==> src/core/rtcal_pkg.sv <==
// shared constants and types of the rtc alarm and interrupt block
package rtcal_pkg;
    // ****************************************
    // clocking
    // ****************************************
    localparam int CLK_HZ = 50000000;
    localparam int TICK_HZ = 256;
    localparam int PRESCALE_DEFAULT = CLK_HZ / TICK_HZ;
    localparam int PRE_W = 18;
    localparam int SUB_W = 9;
    // ****************************************
    // register byte offsets
    // ****************************************
    localparam logic [7:0] OFS_CTL1 = 8'h00;
    localparam logic [7:0] OFS_CTL2 = 8'h04;
    localparam logic [7:0] OFS_C64 = 8'h08;
    localparam logic [7:0] OFS_SEC = 8'h0c;
    localparam logic [7:0] OFS_MIN = 8'h10;
    localparam logic [7:0] OFS_HOUR = 8'h14;
    localparam logic [7:0] OFS_WDAY = 8'h18;
    localparam logic [7:0] OFS_DAY = 8'h1c;
    localparam logic [7:0] OFS_MON = 8'h20;
    localparam logic [7:0] OFS_YEAR = 8'h24;
    localparam logic [7:0] OFS_ALM0 = 8'h28;
    localparam logic [7:0] OFS_YALM = 8'h40;
    localparam int ALM_N = 6;
    // ****************************************
    // field positions
    // ****************************************
    localparam int B_CF = 7;
    localparam int B_CIE = 4;
    localparam int B_AIE = 3;
    localparam int B_AF = 0;
    localparam int B_PEF = 7;
    localparam int B_PES = 4;
    localparam int B_OSC = 3;
    localparam int B_DRST = 1;
    localparam int B_START = 0;
    localparam int B_AEN = 7;
    localparam int B_YEN = 16;
    localparam logic [2:0] PES_OFF = 3'h0;
    localparam logic [7:0] CTL2_RESET = 8'h09;
    // ****************************************
    // calendar limits and reset values
    // ****************************************
    localparam logic [5:0] SEC_MAX = 6'h3b;
    localparam logic [5:0] MIN_MAX = 6'h3b;
    localparam logic [4:0] HOUR_MAX = 5'h17;
    localparam logic [2:0] WDAY_MAX = 3'h6;
    localparam logic [3:0] MON_MAX = 4'hc;
    localparam logic [13:0] YEAR_MAX = 14'h270f;
    localparam logic [4:0] DAY_FIRST = 5'h01;
    localparam logic [3:0] MON_FIRST = 4'h1;
    localparam logic [3:0] MON_FEB = 4'h2;
    localparam logic [11:0] LONG_MONTHS = 12'had5;
    typedef struct packed {
        logic [13:0] year;
        logic [3:0] mon;
        logic [4:0] day;
        logic [2:0] wday;
        logic [4:0] hour;
        logic [5:0] min;
        logic [5:0] sec;
    } rtcal_time_t;
    typedef struct packed {
        logic alarm;
        logic periodic;
        logic carry;
    } rtcal_irq_t;
endpackage

==> src/core/rtcal_core.sv <==
// rtc calendar, alarm, carry and periodic interrupt logic
// ****************************************
// ****************************************
`timescale 1ns/10ps
`default_nettype none
module rtcal_core #(
    parameter int DIV = rtcal_pkg::PRESCALE_DEFAULT
) (
    input wire logic clk_in,
    input wire logic rst_in,
    input wire logic [7:0] addr_in,
    input wire logic [31:0] wdata_in,
    input wire logic wr_in,
    input wire logic rd_in,
    output logic [31:0] rdata_out,
    output var rtcal_pkg::rtcal_irq_t irq_out
);
    // ****************************************
    // helpers
    // ****************************************
    function automatic logic [4:0] month_days(input logic [3:0] m, input logic [13:0] y);
        if (m == rtcal_pkg::MON_FEB) begin
            month_days = (y[1:0] == 2'h0) ? 5'h1d : 5'h1c;
        end else begin
            month_days = rtcal_pkg::LONG_MONTHS[m - rtcal_pkg::MON_FIRST] ? 5'h1f : 5'h1e;
        end
    endfunction
    // interval as a power of two of 256 hz steps, codes 1..7
    function automatic logic per_hit(input logic [2:0] s, input logic [8:0] n);
        logic [8:0] m;
        m = 9'h000;
        unique case (s)
            3'h1: m = 9'h000;
            3'h2: m = 9'h003;
            3'h3: m = 9'h00f;
            3'h4: m = 9'h03f;
            3'h5: m = 9'h07f;
            3'h6: m = 9'h0ff;
            3'h7: m = 9'h1ff;
            default: m = 9'h000;
        endcase
        per_hit = (s != rtcal_pkg::PES_OFF) && ((n & m) == 9'h000);
    endfunction
    function automatic logic fld_ok(input logic [7:0] a, input logic [6:0] v);
        fld_ok = !a[rtcal_pkg::B_AEN] || (a[6:0] == v);
    endfunction
    // ****************************************
    // state
    // ****************************************
    rtcal_pkg::rtcal_time_t tm_reg;
    rtcal_pkg::rtcal_time_t tm_next;
    logic [7:0] alm_reg [rtcal_pkg::ALM_N];
    logic [16:0] yalm_reg;
    logic cf_reg, cf_next, af_reg, af_next, pef_reg, pef_next;
    logic cie_reg, aie_reg, osc_reg, start_reg;
    logic [2:0] pes_reg;
    logic div_clr_reg;
    logic tick;
    logic [8:0] sub;
    // ****************************************
    // decode
    // ****************************************
    wire wr_ctl1 = wr_in && (addr_in == rtcal_pkg::OFS_CTL1);
    wire wr_ctl2 = wr_in && (addr_in == rtcal_pkg::OFS_CTL2);
    // steps counted after the increment, so a divider restart gives full intervals
    wire sec_tick = tick && (sub[7:0] == 8'h00);
    wire cal_step = sec_tick && start_reg;
    wire per_evt = tick && per_hit(pes_reg, sub);
    wire any_en = alm_reg[0][rtcal_pkg::B_AEN] || alm_reg[1][rtcal_pkg::B_AEN]
        || alm_reg[2][rtcal_pkg::B_AEN] || alm_reg[3][rtcal_pkg::B_AEN]
        || alm_reg[4][rtcal_pkg::B_AEN] || alm_reg[5][rtcal_pkg::B_AEN]
        || yalm_reg[rtcal_pkg::B_YEN];
    wire match = any_en
        && fld_ok(alm_reg[0], {1'b0, tm_reg.sec})
        && fld_ok(alm_reg[1], {1'b0, tm_reg.min})
        && fld_ok(alm_reg[2], {2'h0, tm_reg.hour})
        && fld_ok(alm_reg[3], {4'h0, tm_reg.wday})
        && fld_ok(alm_reg[4], {2'h0, tm_reg.day})
        && fld_ok(alm_reg[5], {3'h0, tm_reg.mon})
        && (!yalm_reg[rtcal_pkg::B_YEN] || (yalm_reg[13:0] == tm_reg.year));
    // ****************************************
    // divider
    // ****************************************
    rtcal_divider #(
        .DIV(DIV)
    ) u_div (
        .clk_in(clk_in),
        .rst_in(rst_in),
        .run_in(osc_reg),
        .clear_in(div_clr_reg),
        .tick_out(tick),
        .sub_out(sub)
    );
    // ****************************************
    // calendar
    // ****************************************
    // a write in a carry cycle wins for its own field only, so the rest
    // of the step still lands; software sees the carry flag and retries
    always_comb begin
        tm_next = tm_reg;
        if (cal_step) begin
            tm_next.sec = tm_reg.sec + 6'h01;
            if (tm_reg.sec == rtcal_pkg::SEC_MAX) begin
                tm_next.sec = '0;
                tm_next.min = tm_reg.min + 6'h01;
                if (tm_reg.min == rtcal_pkg::MIN_MAX) begin
                    tm_next.min = '0;
                    tm_next.hour = tm_reg.hour + 5'h01;
                    if (tm_reg.hour == rtcal_pkg::HOUR_MAX) begin
                        tm_next.hour = '0;
                        tm_next.wday = tm_reg.wday + 3'h1;
                        if (tm_reg.wday >= rtcal_pkg::WDAY_MAX) begin
                            tm_next.wday = '0;
                        end
                        tm_next.day = tm_reg.day + 5'h01;
                        if (tm_reg.day >= month_days(tm_reg.mon, tm_reg.year)) begin
                            tm_next.day = rtcal_pkg::DAY_FIRST;
                            tm_next.mon = tm_reg.mon + 4'h1;
                            if (tm_reg.mon >= rtcal_pkg::MON_MAX) begin
                                tm_next.mon = rtcal_pkg::MON_FIRST;
                                tm_next.year = tm_reg.year + 14'h0001;
                                if (tm_reg.year >= rtcal_pkg::YEAR_MAX) begin
                                    tm_next.year = '0;
                                end
                            end
                        end
                    end
                end
            end
        end
        if (wr_in) begin
            unique case (addr_in)
                rtcal_pkg::OFS_SEC: tm_next.sec = wdata_in[5:0];
                rtcal_pkg::OFS_MIN: tm_next.min = wdata_in[5:0];
                rtcal_pkg::OFS_HOUR: tm_next.hour = wdata_in[4:0];
                rtcal_pkg::OFS_WDAY: tm_next.wday = wdata_in[2:0];
                rtcal_pkg::OFS_DAY: tm_next.day = wdata_in[4:0];
                rtcal_pkg::OFS_MON: tm_next.mon = wdata_in[3:0];
                rtcal_pkg::OFS_YEAR: tm_next.year = wdata_in[13:0];
                default: tm_next = tm_next;
            endcase
        end
    end
    // ****************************************
    // flags: hardware set beats software clear
    // ****************************************
    always_comb begin
        cf_next = cf_reg;
        af_next = af_reg;
        pef_next = pef_reg;
        if (wr_ctl1 && !wdata_in[rtcal_pkg::B_CF]) begin
            cf_next = 1'b0;
        end
        if (wr_ctl1 && !wdata_in[rtcal_pkg::B_AF]) begin
            af_next = 1'b0;
        end
        if (wr_ctl2) begin
            pef_next = wdata_in[rtcal_pkg::B_PEF];
        end
        if (cal_step) begin
            cf_next = 1'b1;
        end
        if (match) begin
            af_next = 1'b1;
        end
        if (per_evt) begin
            pef_next = 1'b1;
        end
    end
    // ****************************************
    // register file
    // ****************************************
    wire [31:0] rd_mux =
        (addr_in == rtcal_pkg::OFS_CTL1) ? 32'({cf_reg, 2'h0, cie_reg, aie_reg, 2'h0, af_reg}) :
        (addr_in == rtcal_pkg::OFS_CTL2) ? 32'({pef_reg, pes_reg, osc_reg, 2'h0, start_reg}) :
        (addr_in == rtcal_pkg::OFS_C64) ? 32'(sub[7:1]) :
        (addr_in == rtcal_pkg::OFS_SEC) ? 32'(tm_reg.sec) :
        (addr_in == rtcal_pkg::OFS_MIN) ? 32'(tm_reg.min) :
        (addr_in == rtcal_pkg::OFS_HOUR) ? 32'(tm_reg.hour) :
        (addr_in == rtcal_pkg::OFS_WDAY) ? 32'(tm_reg.wday) :
        (addr_in == rtcal_pkg::OFS_DAY) ? 32'(tm_reg.day) :
        (addr_in == rtcal_pkg::OFS_MON) ? 32'(tm_reg.mon) :
        (addr_in == rtcal_pkg::OFS_YEAR) ? 32'(tm_reg.year) :
        (addr_in == rtcal_pkg::OFS_YALM) ? 32'(yalm_reg) :
        (addr_in[7:2] >= rtcal_pkg::OFS_ALM0[7:2]) && (addr_in[7:2] <
            6'(rtcal_pkg::OFS_ALM0[7:2] + 6'(rtcal_pkg::ALM_N))) ?
            32'(alm_reg[3'(addr_in[7:2] - rtcal_pkg::OFS_ALM0[7:2])]) : 32'h0000_0000;
    wire alm_hit = wr_in && (addr_in[7:2] >= rtcal_pkg::OFS_ALM0[7:2])
        && (addr_in[7:2] < 6'(rtcal_pkg::OFS_ALM0[7:2] + 6'(rtcal_pkg::ALM_N)));
    wire [2:0] alm_idx = 3'(addr_in[7:2] - rtcal_pkg::OFS_ALM0[7:2]);
    always_ff @(posedge clk_in) begin
        if (rst_in) begin
            tm_reg <= '{year: '0, mon: rtcal_pkg::MON_FIRST, day: rtcal_pkg::DAY_FIRST,
                wday: '0, hour: '0, min: '0, sec: '0};
            cf_reg <= 1'b0;
            af_reg <= 1'b0;
            pef_reg <= 1'b0;
            cie_reg <= 1'b0;
            aie_reg <= 1'b0;
            pes_reg <= rtcal_pkg::CTL2_RESET[rtcal_pkg::B_PES +: 3];
            osc_reg <= rtcal_pkg::CTL2_RESET[rtcal_pkg::B_OSC];
            start_reg <= rtcal_pkg::CTL2_RESET[rtcal_pkg::B_START];
            div_clr_reg <= 1'b0;
            yalm_reg <= '0;
            rdata_out <= '0;
            irq_out <= '0;
        end else begin
            tm_reg <= tm_next;
            cf_reg <= cf_next;
            af_reg <= af_next;
            pef_reg <= pef_next;
            // one-cycle pulse; the bit never holds a 1
            div_clr_reg <= wr_ctl2 && wdata_in[rtcal_pkg::B_DRST];
            if (wr_ctl1) begin
                cie_reg <= wdata_in[rtcal_pkg::B_CIE];
                aie_reg <= wdata_in[rtcal_pkg::B_AIE];
            end
            if (wr_ctl2) begin
                pes_reg <= wdata_in[rtcal_pkg::B_PES +: 3];
                osc_reg <= wdata_in[rtcal_pkg::B_OSC];
                start_reg <= wdata_in[rtcal_pkg::B_START];
            end
            if (wr_in && (addr_in == rtcal_pkg::OFS_YALM)) begin
                yalm_reg <= wdata_in[16:0];
            end
            rdata_out <= rd_in ? rd_mux : 32'h0000_0000;
            // fed from next values so each irq tracks its flag in step
            irq_out.alarm <= af_next && aie_reg_next();
            irq_out.periodic <= pef_next && (pes_next() != rtcal_pkg::PES_OFF);
            irq_out.carry <= cf_next && cie_reg_next();
        end
    end
    function automatic logic aie_reg_next();
        aie_reg_next = wr_ctl1 ? wdata_in[rtcal_pkg::B_AIE] : aie_reg;
    endfunction
    function automatic logic cie_reg_next();
        cie_reg_next = wr_ctl1 ? wdata_in[rtcal_pkg::B_CIE] : cie_reg;
    endfunction
    function automatic logic [2:0] pes_next();
        pes_next = wr_ctl2 ? wdata_in[rtcal_pkg::B_PES +: 3] : pes_reg;
    endfunction
    // alarm words reset to disabled so nothing fires before setup
    always_ff @(posedge clk_in) begin
        if (rst_in) begin
            for (int i = 0; i < rtcal_pkg::ALM_N; i++) begin
                alm_reg[i] <= 8'h00;
            end
        end else if (alm_hit) begin
            alm_reg[alm_idx] <= wdata_in[7:0];
        end
    end
endmodule
`default_nettype wire

==> src/core/rtcal_divider.sv <==
// prescaler and sub-second counter of the rtc
`timescale 1ns/10ps
`default_nettype none
module rtcal_divider #(
    parameter int DIV = rtcal_pkg::PRESCALE_DEFAULT
) (
    input wire logic clk_in,
    input wire logic rst_in,
    input wire logic run_in,
    input wire logic clear_in,
    output logic tick_out,
    output logic [rtcal_pkg::SUB_W-1:0] sub_out
);
    // ****************************************
    // prescaler down to the 256 hz step
    // ****************************************
    localparam logic [rtcal_pkg::PRE_W-1:0] PRE_LAST = rtcal_pkg::PRE_W'(DIV - 1);
    logic [rtcal_pkg::PRE_W-1:0] pre_reg;
    logic [rtcal_pkg::PRE_W-1:0] pre_next;
    logic [rtcal_pkg::SUB_W-1:0] sub_next;
    logic tick_next;
    wire pre_wrap = run_in && (pre_reg == PRE_LAST);
    // halted oscillator freezes everything but a clear, which still zeroes both counters; clear wins over a running step
    always_comb begin
        pre_next = pre_reg;
        sub_next = sub_out;
        tick_next = 1'b0;
        if (clear_in) begin
            pre_next = '0;
            sub_next = '0;
        end else if (pre_wrap) begin
            pre_next = '0;
            sub_next = sub_out + rtcal_pkg::SUB_W'(1);
            tick_next = 1'b1;
        end else if (run_in) begin
            pre_next = pre_reg + rtcal_pkg::PRE_W'(1);
        end
    end
    always_ff @(posedge clk_in) begin
        if (rst_in) begin
            pre_reg <= '0;
            sub_out <= '0;
            tick_out <= 1'b0;
        end else begin
            pre_reg <= pre_next;
            sub_out <= sub_next;
            tick_out <= tick_next;
        end
    end
endmodule
`default_nettype wire

==> config.mk <==
export PLATFORM = sky130hd
export DESIGN_NAME = rtcal_core
export DESIGN_NICKNAME = d
export VERILOG_FILES = /design/src/core/rtcal_pkg.sv /design/src/core/rtcal_core.sv /design/src/core/rtcal_divider.sv
export SDC_FILE = /design/constraint.sdc
export NUM_CORES = 1
export LEC_CHECK = 0
export ABC_AREA = 1
export BUFFER_PORTS_ARGS = -buffer_cell sky130_fd_sc_hd__buf_2
export CAP_MARGIN = 20
export CELL_PAD_IN_SITES_DETAIL_PLACEMENT = 1
export CELL_PAD_IN_SITES_GLOBAL_PLACEMENT = 1
export CORE_MARGIN = 5
export CORE_UTILIZATION = 30
export CTS_BUF_LIST = sky130_fd_sc_hd__clkbuf_2 sky130_fd_sc_hd__clkbuf_4 sky130_fd_sc_hd__clkbuf_8
export DETAILED_ROUTE_END_ITERATION = 8
export PLACE_DENSITY = 0.61
export SLEW_MARGIN = 20
export SYNTH_ARGS = -nofsm -noshare
export SYNTH_HDL_FRONTEND = slang
export SYNTH_SLANG_ARGS = --single-unit
==> constraint.sdc <==
create_clock -name clk_in -period 3.04 [get_ports clk_in]
set_input_delay 0.152 -clock clk_in [delete_from_list [all_inputs] [get_ports clk_in]]
set_output_delay 0.152 -clock clk_in [all_outputs]
set_load 0.02 [all_outputs]
Yosys cells after proc, flatten, opt, wreduce, memory -nomap -nowiden:

Memory sizes are Yosys's and may differ from the RTL's.
Cells that the tools add are included.

* $add $sub $neg: 11
* multiply operators: 0
* divide/modulo/power cells: 0
* magnitude comparators: 7
* eq/ne operators: 28
* shifts and indexed selects: 0
* muxes and demuxes: 55
* bitwise gates (word level): 2
* reductions and logical operators: 61

Operators by type and width (number)
* 43-bit 2-to-1 mux: 3
* 8-bit 2-to-1 mux: 11
* 9-bit case mux with 6 select lines: 1
* 14-bit 2-to-1 mux: 3
* 37-bit 2-to-1 mux: 1
* 8-bit by 5-bit equality test with 1-bit output (second input constant): 4
* 31-bit 2-to-1 mux: 1
* 5-bit 2-to-1 mux: 6
* 1-bit logical AND: 24
* 23-bit 2-to-1 mux: 1
* 18-bit by 1-bit adder with 18-bit output (second input constant): 1
* 18-bit equality test (second input constant): 1
* 1-bit 2-to-1 mux: 18
* 18-bit 2-to-1 mux: 1
* 17-bit 2-to-1 mux: 1
* 8-bit by 4-bit equality test with 1-bit output (second input constant): 2
* 8-bit by 6-bit equality test with 1-bit output (second input constant): 2
* 8-bit logical NOT: 2
* 14-bit by 1-bit adder with 14-bit output (second input constant): 1
* 14-bit equality test: 1
* 7-bit by 5-bit equality test with 1-bit output: 2
* 7-bit by 6-bit equality test with 1-bit output: 2
* 14-bit greater-or-equal comparator (second input constant): 1
* 1-bit logical OR: 13
* 39 further kinds: 61

* flip-flop bits (word level): 134
* latch bits: 0
* memory bits (writable): 48
* ROM bits: 16
* input port bits: 44
* output and inout port bits: 35
* memories: 2

Memory list
* alm_reg: depth 6, bits a word 8, read ports 7, clocked after Yosys merged registers in 0, wr ports 6, line rtcal_core.sv:52 `logic [7:0] alm_reg [rtcal_pkg::ALM_N];`
* (no name shown): depth 16, bits a word 1, read ports 1, clocked after Yosys merged registers in 0, wr ports 0, line rtcal_core.sv:25 `month_days = rtcal_pkg::LONG_MONTHS[m - rtcal_pkg::MON_FIRST] ? 5'h1f : 5'h1e;`

Longest topological paths before layout:

Gate-level depths: netlist of run 1.

* depth in word-level cells: 17
* mapped depth: 21
* depth with buffers taken out: 21

Modules after synthesis:

From an unflattened synthesis of run 1, not the netlist that was laid out.

* cell total of the unflattened synthesis: 1340
* area, all modules: 10281.1 sq um

Modules (own cells, without submodules)
* rtcal_core: times used 1, cells an instance 1098, area an instance 8675.8 sq um, sequential area each 3743.6 sq um
* rtcal_divider: times used 1, cells an instance 242, area an instance 1605.3 sq um, sequential area each 560.5 sq um

Worst setup path after synthesis of run 1:

Ideal clock, no wire load.

* kind: register to register
* start point: reg tm_reg[25] (netlist name)
* end point: reg tm_reg[30] (netlist name)
* arrival time: 2.444 ns
* required time: 2.916 ns
* setup slack: 0.472 ns
* stages on the path, launching flop included: 20
* clock period less this slack: 2.568 ns
* cell sequence: dfxtp_1 > inv_1 > ha_1 > inv_1 > nor3_1 > a21oi_1 > a22o_1 > ha_1 > inv_1 > nand2_1 > a21oi_1 > nor2_1 > nand3_1 > nor2_1 > inv_1 > nor2_4 > inv_2 > buf_6 > o21ai_0 > a31oi_1

* longest elaborated chain between the ends: 17

Ends and longest elaborated chain
* from (decl): line rtcal_core.sv:50 `rtcal_pkg::rtcal_time_t tm_reg;`
* from (signal assigned): line rtcal_core.sv:193 `tm_reg <= '{year: '0, mon: rtcal_pkg::MON_FIRST, day: rtcal_pkg::DAY_FIRST,`
* from (signal assigned): line rtcal_core.sv:208 `tm_reg <= tm_next;`
* 4-bit by 1-bit subtractor with 4-bit output: line rtcal_core.sv:25
* memory read 16 x 1 bit
* 1-bit 2-to-1 mux (implied by the code): line rtcal_core.sv:25
* 1-bit 2-to-1 mux: line rtcal_core.sv:25
* 2-bit 2-to-1 mux: line rtcal_core.sv:22 `if (m == rtcal_pkg::MON_FEB) begin`
* 5-bit 2-to-1 mux: line rtcal_core.sv:109 `if (tm_reg.hour == rtcal_pkg::HOUR_MAX) begin`
* 5-bit 2-to-1 mux: line rtcal_core.sv:106 `if (tm_reg.min == rtcal_pkg::MIN_MAX) begin`
* 5-bit 2-to-1 mux: line rtcal_core.sv:103 `if (tm_reg.sec == rtcal_pkg::SEC_MAX) begin`
* 5-bit 2-to-1 mux: line rtcal_core.sv:101 `if (cal_step) begin`
* 5-bit greater-or-equal comparator: line rtcal_core.sv:116 `if (tm_reg.day >= month_days(tm_reg.mon, tm_reg.year)) begin`
* 23-bit 2-to-1 mux (*): line rtcal_core.sv:116
* 31-bit 2-to-1 mux (*): line rtcal_core.sv:109
* 37-bit 2-to-1 mux (*): line rtcal_core.sv:106
* 43-bit 2-to-1 mux (*): line rtcal_core.sv:103
* 43-bit 2-to-1 mux (*): line rtcal_core.sv:101
* 14-bit 2-to-1 mux: line rtcal_core.sv:132 `unique case (addr_in)`
* 43-bit 2-to-1 mux (*): line rtcal_core.sv:131 `if (wr_in) begin`

Mark *: on every way between the ends. The rest lies on a longest branch, timed or not. The select of a mux whose other input is x is not followed.
A chain may end at the register's enable or synchronous reset.

Final worst setup path of run 1:

* start point: reg tm_reg[25] (netlist name)
* end point: reg tm_reg[33] (netlist name)

The elaborated chain is that of the path after synthesis.

==> metrics.txt, run 1 <==
final-report hold violation count=0; count of nets after finishing=1492; # fillers=4137; Hold Slack=31.91 ps; summed instance area of the synthesized netlist=10010 µm²; starting density of the core=30.09%; library cell used as clock root buffer=clkbuf_8; clock latency at the later pin of the worst-skew pair=510 ps; antenna violations before repair=0; sort of element at the end of the critical path=flop; clock input transition at the sequential cells of the worst setup and hold paths=100 ps; endpoints failing setup=0; Finished Layout Cells=1894; Worst Reg2Reg Path Length in Cells=21; Warnings, synthesis=0; number of flip-flops in the largest register=62; largest net degree at the start of global routing=38; Top Ports=79; routed length per instance=18.90 µm; cell row count=67; first-pass GRT wire length=55660 µm; sequential element share of the synthesized area=42.38%; post-route clock skew=24.40 ps; CTS Sinks=181; outcome=complete, no violations; count of inserted antenna diode cells=0; count of maximum capacitance violations=0; Vert. Die Dim=192.7 µm; Die X-Extent=192.7 µm; instance area after placement=10840 µm²; total die area=37140 µm²; CP max stage cell=dfxtp_1; top library cells by usage in the layout, fill and taps aside=nand2_1 (262), inv_1 (185), nor2_1 (136); required time of the critical path=3490 ps; cell chain of the critical path=inv_1, ha_1, xnor2_1, nand2_1, o211ai_1, a22o_1, ha_1, inv_1, nand2_1, a21oi_1, nor2_1, nand3_1, nor2_1, inv_1, nor2_4, inv_2, o21ai_0, nand2_1, nand2_1, nand2_1, nor2_1; sum of negative setup slack=0 ps; post-layout minimum cycle time=2730 ps; count of input and output buffers=48; via count of the first global-routing pass=9756; most frequent CP cell=nand2_1; TritonCTS clock tree=done; arrival time of data at the critical path endpoint=3180 ps; final number of max-transition violations=0; number of setup buffers added after CTS=0; violation count after the first detailed-route iteration=571; post-detailed-route via-to-cell ratio=5.021; worst min path class=input pin to flop; share of layout cells above drive strength 1=11.83%; Slowest Stage Delay on Critical Path=340 ps; gate count after technology mapping=1341; number of synthesized register bits=181; area used by multi-input combinational logic=4872 µm²; share of the cycle needed by the critical path after routing=89.79%; path type of the worst setup path=flop to flop; Global Route Usage Sum=19.60%; routed via count=9509; number of placed cells counting well taps=1848; transition time at the pin with the least slew margin=889.0 ps; cell leakage power=4.592 nW; largest fanout on the critical path=14; startpoint type of the worst setup path=flop; depth of the CTS H-tree=4; residual antenna-violating net count after detailed routing=0; unrepaired setup endpoints after global routing=no; final weighted congestion in routability-driven placement=0.8686; number of buffers created by CTS=17; count of different cell masters after synthesis=49; slew margin rel.=40.67%; f_max=0.3663 GHz; number of detailed-route iterations in the first pass=5; maximum count of clock buffers along a single path=2; residual overflow from global routing=0; hpwl dp=27150 µm; Avg Inst Size Synth=7.468 µm²; Power Density=420.8 nW/µm²; worst IR drop on VDD=232.0 µV; area overhead of the layout relative to synthesis=13.92%; Hold Path Stages=3; DRC violations left=0; Core ar.=33280 µm²; most common library cell in the layout ignoring fill and taps=nand2_1; flip-flop and latch area=4245 µm²; Final Cell Area=11410 µm²; aggregate routed wire length=35790 µm
==> what timing repair did <==
| action | 4_1_cts | 5_1_grt |
|---|---|---|
| setup endpoints to repair | 0 | 2 |
| resized for setup | 0 | 2 |
| hold buffers | 14 | 0 |
| endpoints found under the hold margin | 21 | 0 |
==> per-stage QoR <==
| step | setup WS [ps] | power [mW] | utilization [%] |
|---|---|---|---|
| after detailed placement | 295.4 | 2.996 | 32.57 |
| after global placement | 355.5 | 2.990 | 32.57 |
| after global routing | 33.70 | 4.991 | 34.28 |
| final | 310.4 | 4.800 | 34.28 |
| after CTS | 276.4 | 4.848 | 34.26 |
| after floorplan | 471.8 | 2.846 | - |
==> routing by layer <==
metal	routed length, µm	track usage [%]	vias to the layer above
met4	690	4.964	0
li1	-	-	4631
met3	1124	2.768	36
met5	0	0	-
met2	16920	32.60	157
met1	17050	26.82	4685
==> area by class of cell <==
class                      count  share of cell area [%]
clock buffer                  19                   2.237
tap                          448                   4.913
multi-input combinational    948                   42.71
clock inverter                13                   1.481
inverter                     200                   6.602
timing repair buffer          85                   4.848
sequential                   181                   37.21
==> worst max-delay path, delay by kind of cell (launching register included) <==
kind / cells / cell delay [ps]
and+or+nand+nor: 10 / 780
AOI/OAI and AO/OA: 4 / 530
adders and majority gates: 2 / 510
buffers and inverters: 4 / 390
DFF: 1 / 340
xor gates and xnor gates: 1 / 140
==> kinds of logic after synthesis <==
kind of cell    Yosys count  synth area share [%]
fa+ha+maj                15                 1.874
flops                   181                 42.38
simple gates            594                 27.36
other cells               1               0.03745
xor+xnor                 26                 2.274
compound gates          284                 16.00
buf+inv                 240                 10.07
==> final timing paths <==
kind / from / endpoint / slack, ps
setup / recovery: tm_reg[25]$_SDFF_PP1_ / tm_reg[33]$_SDFF_PP0_ / 310
hold / removal: wdata_in[4] / tm_reg[4]$_SDFF_PP0_ / 30
setup reg to reg: tm_reg[25]$_SDFF_PP1_ / tm_reg[33]$_SDFF_PP0_ / 310
hold reg to reg: yalm_reg[14]$_SDFFE_PP0P_ / rdata_out[14]$_SDFF_PP0_ / 440
==> report_power, final <==
group / switching [mW] / internal [mW]
combinational: 0.267 / 0.102
clock: 0.989 / 0.855
sequential: 0.0364 / 2.55
total: 1.29 / 3.51
==> synthesized netlist by cell type, drive strengths merged <==
library cell / number / area [µm²]
o21ai: 103 / 523.0
clkinv: 3 / 11.26
clkbuf: 11 / 41.29
inv: 197 / 742.0
buf: 29 / 214.0
o211ai: 17 / 127.6
nand3: 67 / 345.3
nand2: 270 / 1044
a21oi: 104 / 524.3
nor3b: 4 / 30.03
conb: 1 / 3.750
a211oi: 4 / 35.03
ha: 15 / 187.7
o22ai: 28 / 175.2
or2: 10 / 62.56
dfxtp: 119 / 2382
edfxtp: 62 / 1862
o221ai: 2 / 17.52
nor3: 39 / 236.5
o31ai: 4 / 30.03
o21bai: 1 / 7.510
o21a: 2 / 15.01
a221oi: 5 / 43.79
xor2: 18 / 157.7
a31oi: 7 / 43.79
nor2: 156 / 703.2
xnor2: 8 / 70.07
a22o: 1 / 8.760
o2111ai: 5 / 43.79
nand4: 37 / 250.2
nor4: 11 / 68.82
a21boi: 1 / 7.510
(Power assumes the default switching activity.)
==> inputs of run 2 (changes only) <==
--- a/config.mk
+++ b/config.mk
@@ -11,10 +11,12 @@
 export CELL_PAD_IN_SITES_DETAIL_PLACEMENT = 1
 export CELL_PAD_IN_SITES_GLOBAL_PLACEMENT = 1
 export CORE_MARGIN = 5
-export CORE_UTILIZATION = 30
+export CORE_UTILIZATION = 32
 export CTS_BUF_LIST = sky130_fd_sc_hd__clkbuf_2 sky130_fd_sc_hd__clkbuf_4 sky130_fd_sc_hd__clkbuf_8
 export DETAILED_ROUTE_END_ITERATION = 8
-export PLACE_DENSITY = 0.61
+export GPL_TIMING_DRIVEN = 0
+export PLACE_DENSITY = 0.64
+export RECOVER_POWER = 100
 export SLEW_MARGIN = 20
 export SYNTH_ARGS = -nofsm -noshare
 export SYNTH_HDL_FRONTEND = slang
==> run 2 against run 1 <==
Net effect:
- wire length rose by 1.1%
- critical path depth fell by 1
- via count rose by 1.2%
- cell count shrank 1.3%
- clock power fell by 12%
- first-iteration DRC count grew 15%
- largest cell class unchanged
- global-route usage rose by 1.0 points
- critical endpoint is now tm_reg[38]$_SDFF_PP0_
- total power fell by 4.6%
- worst hold slack improved by 1.7 ps
==> metrics.txt, run 2 (synthesis gave the netlist of run 1 again) <==
Total Power Consumption=4.579 mW (-4.6%); post-detailed-route via-to-cell ratio=5.147 (+2.5%); routed length per instance=19.35 µm (+2.4%); # fillers=3946 (-4.6%); Worst Reg2Reg Path Length in Cells=20 (-4.8%); count of maximum capacitance violations=0 (unchanged); post-layout minimum cycle time=2750 ps (+20.76 ps); CTS Sinks=181 (unchanged); total die area=34930 µm² (-5.9%); largest fanout on the critical path=10 (-4); final number of max-transition violations=0 (unchanged); starting density of the core=32.57% (+2.5 points); routed via count=9619 (+1.2%); Worst R2R End=tm_reg[38]$_SDFF_PP0_; library cell used as clock root buffer=clkbuf_8; hpwl dp=27630 µm (+1.7%); via count of the first global-routing pass=9774 (+0.18%); NetSw=1.309 mW (+1.2%); Reg power frac=56.5% (+2.6 points); TritonCTS clock tree=done; maximum count of clock buffers along a single path=2 (unchanged); final weighted congestion in routability-driven placement=0.9467 (+9.0%); number of placed cells counting well taps=1812 (-1.9%); residual antenna-violating net count after detailed routing=0 (unchanged); violation count after the first detailed-route iteration=658 (+15%); worst min path class=input pin to flop; met1 track utilization from global routing=28.25% (+1.4 points); number of detailed-route iterations in the first pass=5 (unchanged); antenna violations before repair=1 (+1); arrival time of data at the critical path endpoint=3190 ps (about the same); outcome=complete, no violations; worst setup slack before clock tree synthesis=-160.5 ps (-456.0 ps); post-route clock skew=18.39 ps (-6.012 ps); Core ar.=30750 µm² (-7.6%); DRC violations left=0 (unchanged); Vert. Die Dim=186.9 µm (-3.0%); Finished Layout Cells=1869 (-1.3%); most common library cell in the layout ignoring fill and taps=nand2_1; share of layout cells above drive strength 1=9.381% (-2.4 points); slew margin rel.=12.42% (-28 points); crit path to=tm_reg[38]$_SDFF_PP0_; startpoint type of the worst setup path=flop; Most Crowded Layer GR=met2; count of input and output buffers=47 (-2.1%); aggregate routed wire length=36170 µm (+1.1%); transition time at the pin with the least slew margin=1303 ps (+413.6 ps); sort of element at the end of the critical path=flop; launching instance or port of the critical path=tm_reg[25]$_SDFF_PP1_; first-pass GRT wire length=56190 µm (+0.94%); top library cells by usage in the layout, fill and taps aside=nand2_1 (266), inv_1 (189), nor2_1 (147); largest net degree at the start of global routing=18 (-53%); Die X-Extent=186.9 µm (-3.0%); cell internal pwr=3.270 mW (-6.8%); path type of the worst setup path=flop to flop; depth of the CTS H-tree=4 (unchanged); clock latency at the later pin of the worst-skew pair=510 ps (about the same); combinational fraction of design power=8.2% (+0.5 points); cell row count=64 (-4.5%); count of nets after finishing=1517 (+1.7%); M2 GR Usage=33.11% (+0.51 points); required time of the critical path=3480 ps (about the same); launch instance of the worst register-to-register path=tm_reg[25]$_SDFF_PP1_; number of buffers created by CTS=17 (unchanged); endpoints failing setup=0 (unchanged); Top Ports=79 (unchanged); residual overflow from global routing=0 (unchanged); Hold Path Origin=wdata_in[4]; final-report hold violation count=0 (unchanged); number of flip-flops in the largest register=62 (unchanged); fraction of met3 tracks used by global routing=3.639% (+0.87 points); worst IR drop on VDD=200.7 µV (-13%); cell leakage power=4.515 nW (-1.7%); share of the cycle needed by the critical path after routing=90.47% (+0.68 points); Hold Path Stages=3 (unchanged); area overhead of the layout relative to synthesis=12.98%; switching power as a share of total power=28.58% (+1.6 points); Power Density=404.7 nW/µm² (-3.8%); Global Route Usage Sum=20.59% (+1.0 points); PnR worst setup slack=289.6 ps (-20.76 ps); Reg2Reg Setup Slack=290 ps (-20 ps); part of the total power dissipated in the clock network=35.3% (-3.1 points); clock input transition at the sequential cells of the worst setup and hold paths=100 ps (about the same); f_max=0.3636 GHz (-0.75%)
==> run 2: changes by cell type in the layout (fill, tap and decap cells not counted), sizes merged <==
| cell | before | now |
|---|---|---|
| bufinv | 3 | 0 |
| clkinv | 8 | 5 |
| buf | 71 | 57 |
| dlygate4sd3 | 14 | 15 |
| diode | 0 | 2 |
| inv | 201 | 206 |
| clkinvlp | 1 | 3 |
| clkbuf | 19 | 56 |
==> run 2: layout make-up <==
type	count	area, µm²	share of cell area (%)
tap	396	495.5	4.379
antenna	2	5.005	0.04423
clock buffer	18	247.7	2.190
inverter	200	755.7	6.679
buffer	40	251.5	2.223
sequential	181	4252	37.58
timing repair buffer	70	417.9	3.693
multi-input combinational	948	4772	42.18
clock inverter	14	117.6	1.039
==> run 2: power by group through the flow <==
stage               logic (mW)  clock network, mW  registers [mW]
global placement         0.365                  0            2.64
global route             0.410               1.78            2.59
detailed placement       0.367                  0            2.64
CTS                      0.384               1.66            2.59
finish                   0.377               1.62            2.58
floorplan                0.217                  0            2.63
==> run 2: per-stage QoR <==
step	cell area (µm²)	setup TNS, ps	utilization [%]	hold slack (ps)
finish	11310	0	36.80	33.57
global route	11310	-12.32	36.79	22.72
detailed placement	10860	-1908	35.30	416.8
global placement	10850	-1157	35.29	413.6
floorplan	10120	0	-	286.9
CTS	11380	0	37.00	21.56
==> run 2: worst min-delay path by stage <==
stage                                  endpoint  slack [ps]
after floorplan           tm_reg[33]$_SDFF_PP0_         290
after global placement    tm_reg[37]$_SDFF_PP0_         410
after detailed placement  tm_reg[37]$_SDFF_PP0_         420
after CTS                  tm_reg[4]$_SDFF_PP0_          20
after global routing      tm_reg[33]$_SDFF_PP0_          20
final                      tm_reg[4]$_SDFF_PP0_          30
==> run 2: timing repair <==
action,4_1_cts,5_1_grt
hold buffers,15,0
resized for setup,4,9
endpoints found under the hold margin,22,0
buffers inserted,0,8
setup endpoints to repair,16,16
==> run 2: metal layers <==
metal | up-vias | routed length, µm
li1 | 4689 | -
met1 | 4670 | 16860
met2 | 215 | 16530
met3 | 45 | 1890
met4 | 0 | 894
met5 | - | 0
==> run 2: critical path, stage by stage, from the launching register on <==
cell	delay, ps
dfxtp_4	400
inv_4	60
ha_1	220
xnor2_2	140
nand2_1	60
o211ai_1	100
a22o_1	200
ha_1	270
inv_1	40
nand2_1	50
a21oi_1	50
nor2_1	110
nand3_2	120
nor2_1	110
inv_1	90
nor2_4	130
buf_6	160
nand2_2	50
inv_2	110
nand2_1	60
a21oi_1	140
==> inputs of run 3 (changes only) <==
==> constraint.sdc (replaced) <==
create_clock -name clk_in -period 3.04 [get_ports clk_in]
set_input_delay 0.304 -clock clk_in [delete_from_list [all_inputs] [get_ports clk_in]]
set_output_delay 0.304 -clock clk_in [all_outputs]
set_load 0.02 [all_outputs]
==> run 3 against run 2 <==
Net effect:
- setup slack worse by 40 ps
- count of clock-buffer cells in the layout is the same
- first-iteration DRC count up 3.3%
- total power is 0.34% lower
- wire length shrank 0.55%
- fmax down 1.4%
- critical endpoint is now alm_reg[0][3]$_SDFFCE_PN0P_
- largest cell class unchanged
==> metrics.txt, run 3 (synthesis gave the netlist of run 1 again) <==
arrival time of data at the critical path endpoint=2960 ps (-230 ps); clock input transition at the sequential cells of the worst setup and hold paths=100 ps (about the same); endpoints failing setup=0 (unchanged); post-layout minimum cycle time=2791 ps (+40.43 ps); depth of the CTS H-tree=4 (unchanged); number of detailed-route iterations in the first pass=5 (unchanged); number of buffers created by CTS=17 (unchanged); count of maximum capacitance violations=0 (unchanged); largest net degree at the start of global routing=18 (unchanged); final weighted congestion in routability-driven placement=0.9467 (unchanged); residual antenna-violating net count after detailed routing=0 (unchanged); clock latency at the later pin of the worst-skew pair=510 ps (about the same); maximum count of clock buffers along a single path=2 (unchanged); share of the cycle needed by the critical path after routing=91.80% (+1.3 points); slew margin rel.=12.58% (+0.16 points); antenna violations before repair=1 (unchanged); Top Ports=79 (unchanged); final number of max-transition violations=0 (unchanged); number of placed cells counting well taps=1812 (unchanged); cell leakage power=4.459 nW (-1.2%); post-cts hold buffer count=0 (-15); Total Power Consumption=4.563 mW (-0.34%); worst IR drop on VDD=199.7 µV (-0.49%); violation count after the first detailed-route iteration=680 (+3.3%); Finished Layout Cells=1852 (-0.91%); hpwl dp=27630 µm (unchanged); count of input and output buffers=47 (unchanged); via count of the first global-routing pass=9724 (-0.51%); outcome=complete, no violations; first-pass GRT wire length=55960 µm (-0.40%); share of layout cells above drive strength 1=9.684% (+0.30 points); required time of the critical path=3210 ps (-270 ps); Core ar.=30750 µm² (unchanged); number of flip-flops in the largest register=62 (unchanged); largest fanout on the critical path=10 (unchanged); cell row count=64 (unchanged); final-report hold violation count=0 (unchanged); post-route clock skew=15.62 ps (-2.764 ps); area overhead of the layout relative to synthesis=11.68%; sort of element at the end of the critical path=flop; transition time at the pin with the least slew margin=1300 ps (-2.375 ps); aggregate routed wire length=35970 µm (-0.55%); path type of the worst setup path=input pin to flop; worst min path class=input pin to flop; TritonCTS clock tree=done; Global Route Usage Sum=20.52% (-0.071 points); total die area=34930 µm² (unchanged); startpoint type of the worst setup path=input pin; # fillers=3951 (+0.13%); count of nets after finishing=1502 (-0.99%); starting density of the core=32.57% (unchanged); most common library cell in the layout ignoring fill and taps=nand2_1; CTS Sinks=181 (unchanged); post-detailed-route via-to-cell ratio=5.161 (+0.29%); Die X-Extent=186.9 µm (unchanged); Hold Slack=48.62 ps (+15.06 ps); sum of negative setup slack=0 ps (unchanged); routed via count=9559 (-0.62%); DRC violations left=0 (unchanged); count of inserted antenna diode cells=0 (-2); f_max=0.3583 GHz (-1.4%); Vert. Die Dim=186.9 µm (unchanged); Power Density=408.0 nW/µm² (+0.82%); routed length per instance=19.42 µm (+0.37%); residual overflow from global routing=0 (unchanged); library cell used as clock root buffer=clkbuf_8; top library cells by usage in the layout, fill and taps aside=nand2_1 (263), inv_1 (190), nor2_1 (146)
[run 3: repair_timing]
action,4_1_cts,5_1_grt
setup endpoints to repair,16,16
buffers inserted,0,8
resized for setup,4,9
pin swaps,0,0
hold endpoints to repair,0,0
[run 3: report_power, final]
part	switching (mW)	internal, mW
clock	1.00	0.612
combinational	0.267	0.0974
sequential	0.0364	2.55
total	1.31	3.26
[run 3: area by class of cell]
class / instances / area, µm² / share of cell area [%]
Timing Repair Buffer: 55 / 267.8 / 2.394
Clock inverter: 14 / 117.6 / 1.052
Inverter: 200 / 755.7 / 6.757
Sequential cell: 181 / 4252 / 38.01
Buffer: 40 / 251.5 / 2.249
Multi-Input combinational cell: 948 / 4797 / 42.89
Clock buffer: 18 / 247.7 / 2.215
Tap cell: 396 / 495.5 / 4.430
[run 3: stage by stage]
step,instance area [µm²],setup WS [ps],utilization [%]
2_1_floorplan,10120,471.8,-
3_3_place_gp,10850,-108.8,35.29
3_5_place_dp,10860,-160.5,35.30
4_1_cts,11230,36.82,36.52
5_1_grt,11180,-12.32,36.37
6_report,11180,249.2,36.37
[run 3: per-layer routing]
layer	GRT usage, %	up-vias	routed length, µm
met5	0	-	20
met4	6.342	2	906
met3	3.490	45	1503
met2	33.08	190	16380
met1	28.27	4664	17160
li1	-	4658	-
[run 3: final timing paths]
kind	from	end	slack, ps	depth (start not counted)
worst max register to register	tm_reg[25]$_SDFF_PP1_	tm_reg[38]$_SDFF_PP0_	290	20
worst min register to register	yalm_reg[14]$_SDFFE_PP0P_	rdata_out[14]$_SDFF_PP0_	450	2
worst max-delay path	addr_in[3]	alm_reg[0][3]$_SDFFCE_PN0P_	250	10
worst min-delay path	wdata_in[8]	tm_reg[37]$_SDFF_PP0_	50	3
[run 3: worst max-delay path, cell delays in order]
cell      delay [ps]
clkbuf_1         110
buf_6            160
nor2_1            80
nor3_1           870
nand2_2          140
nor2_1           300
inv_1            220
nor2_1           230
nand2_2          210
nand2_1          330
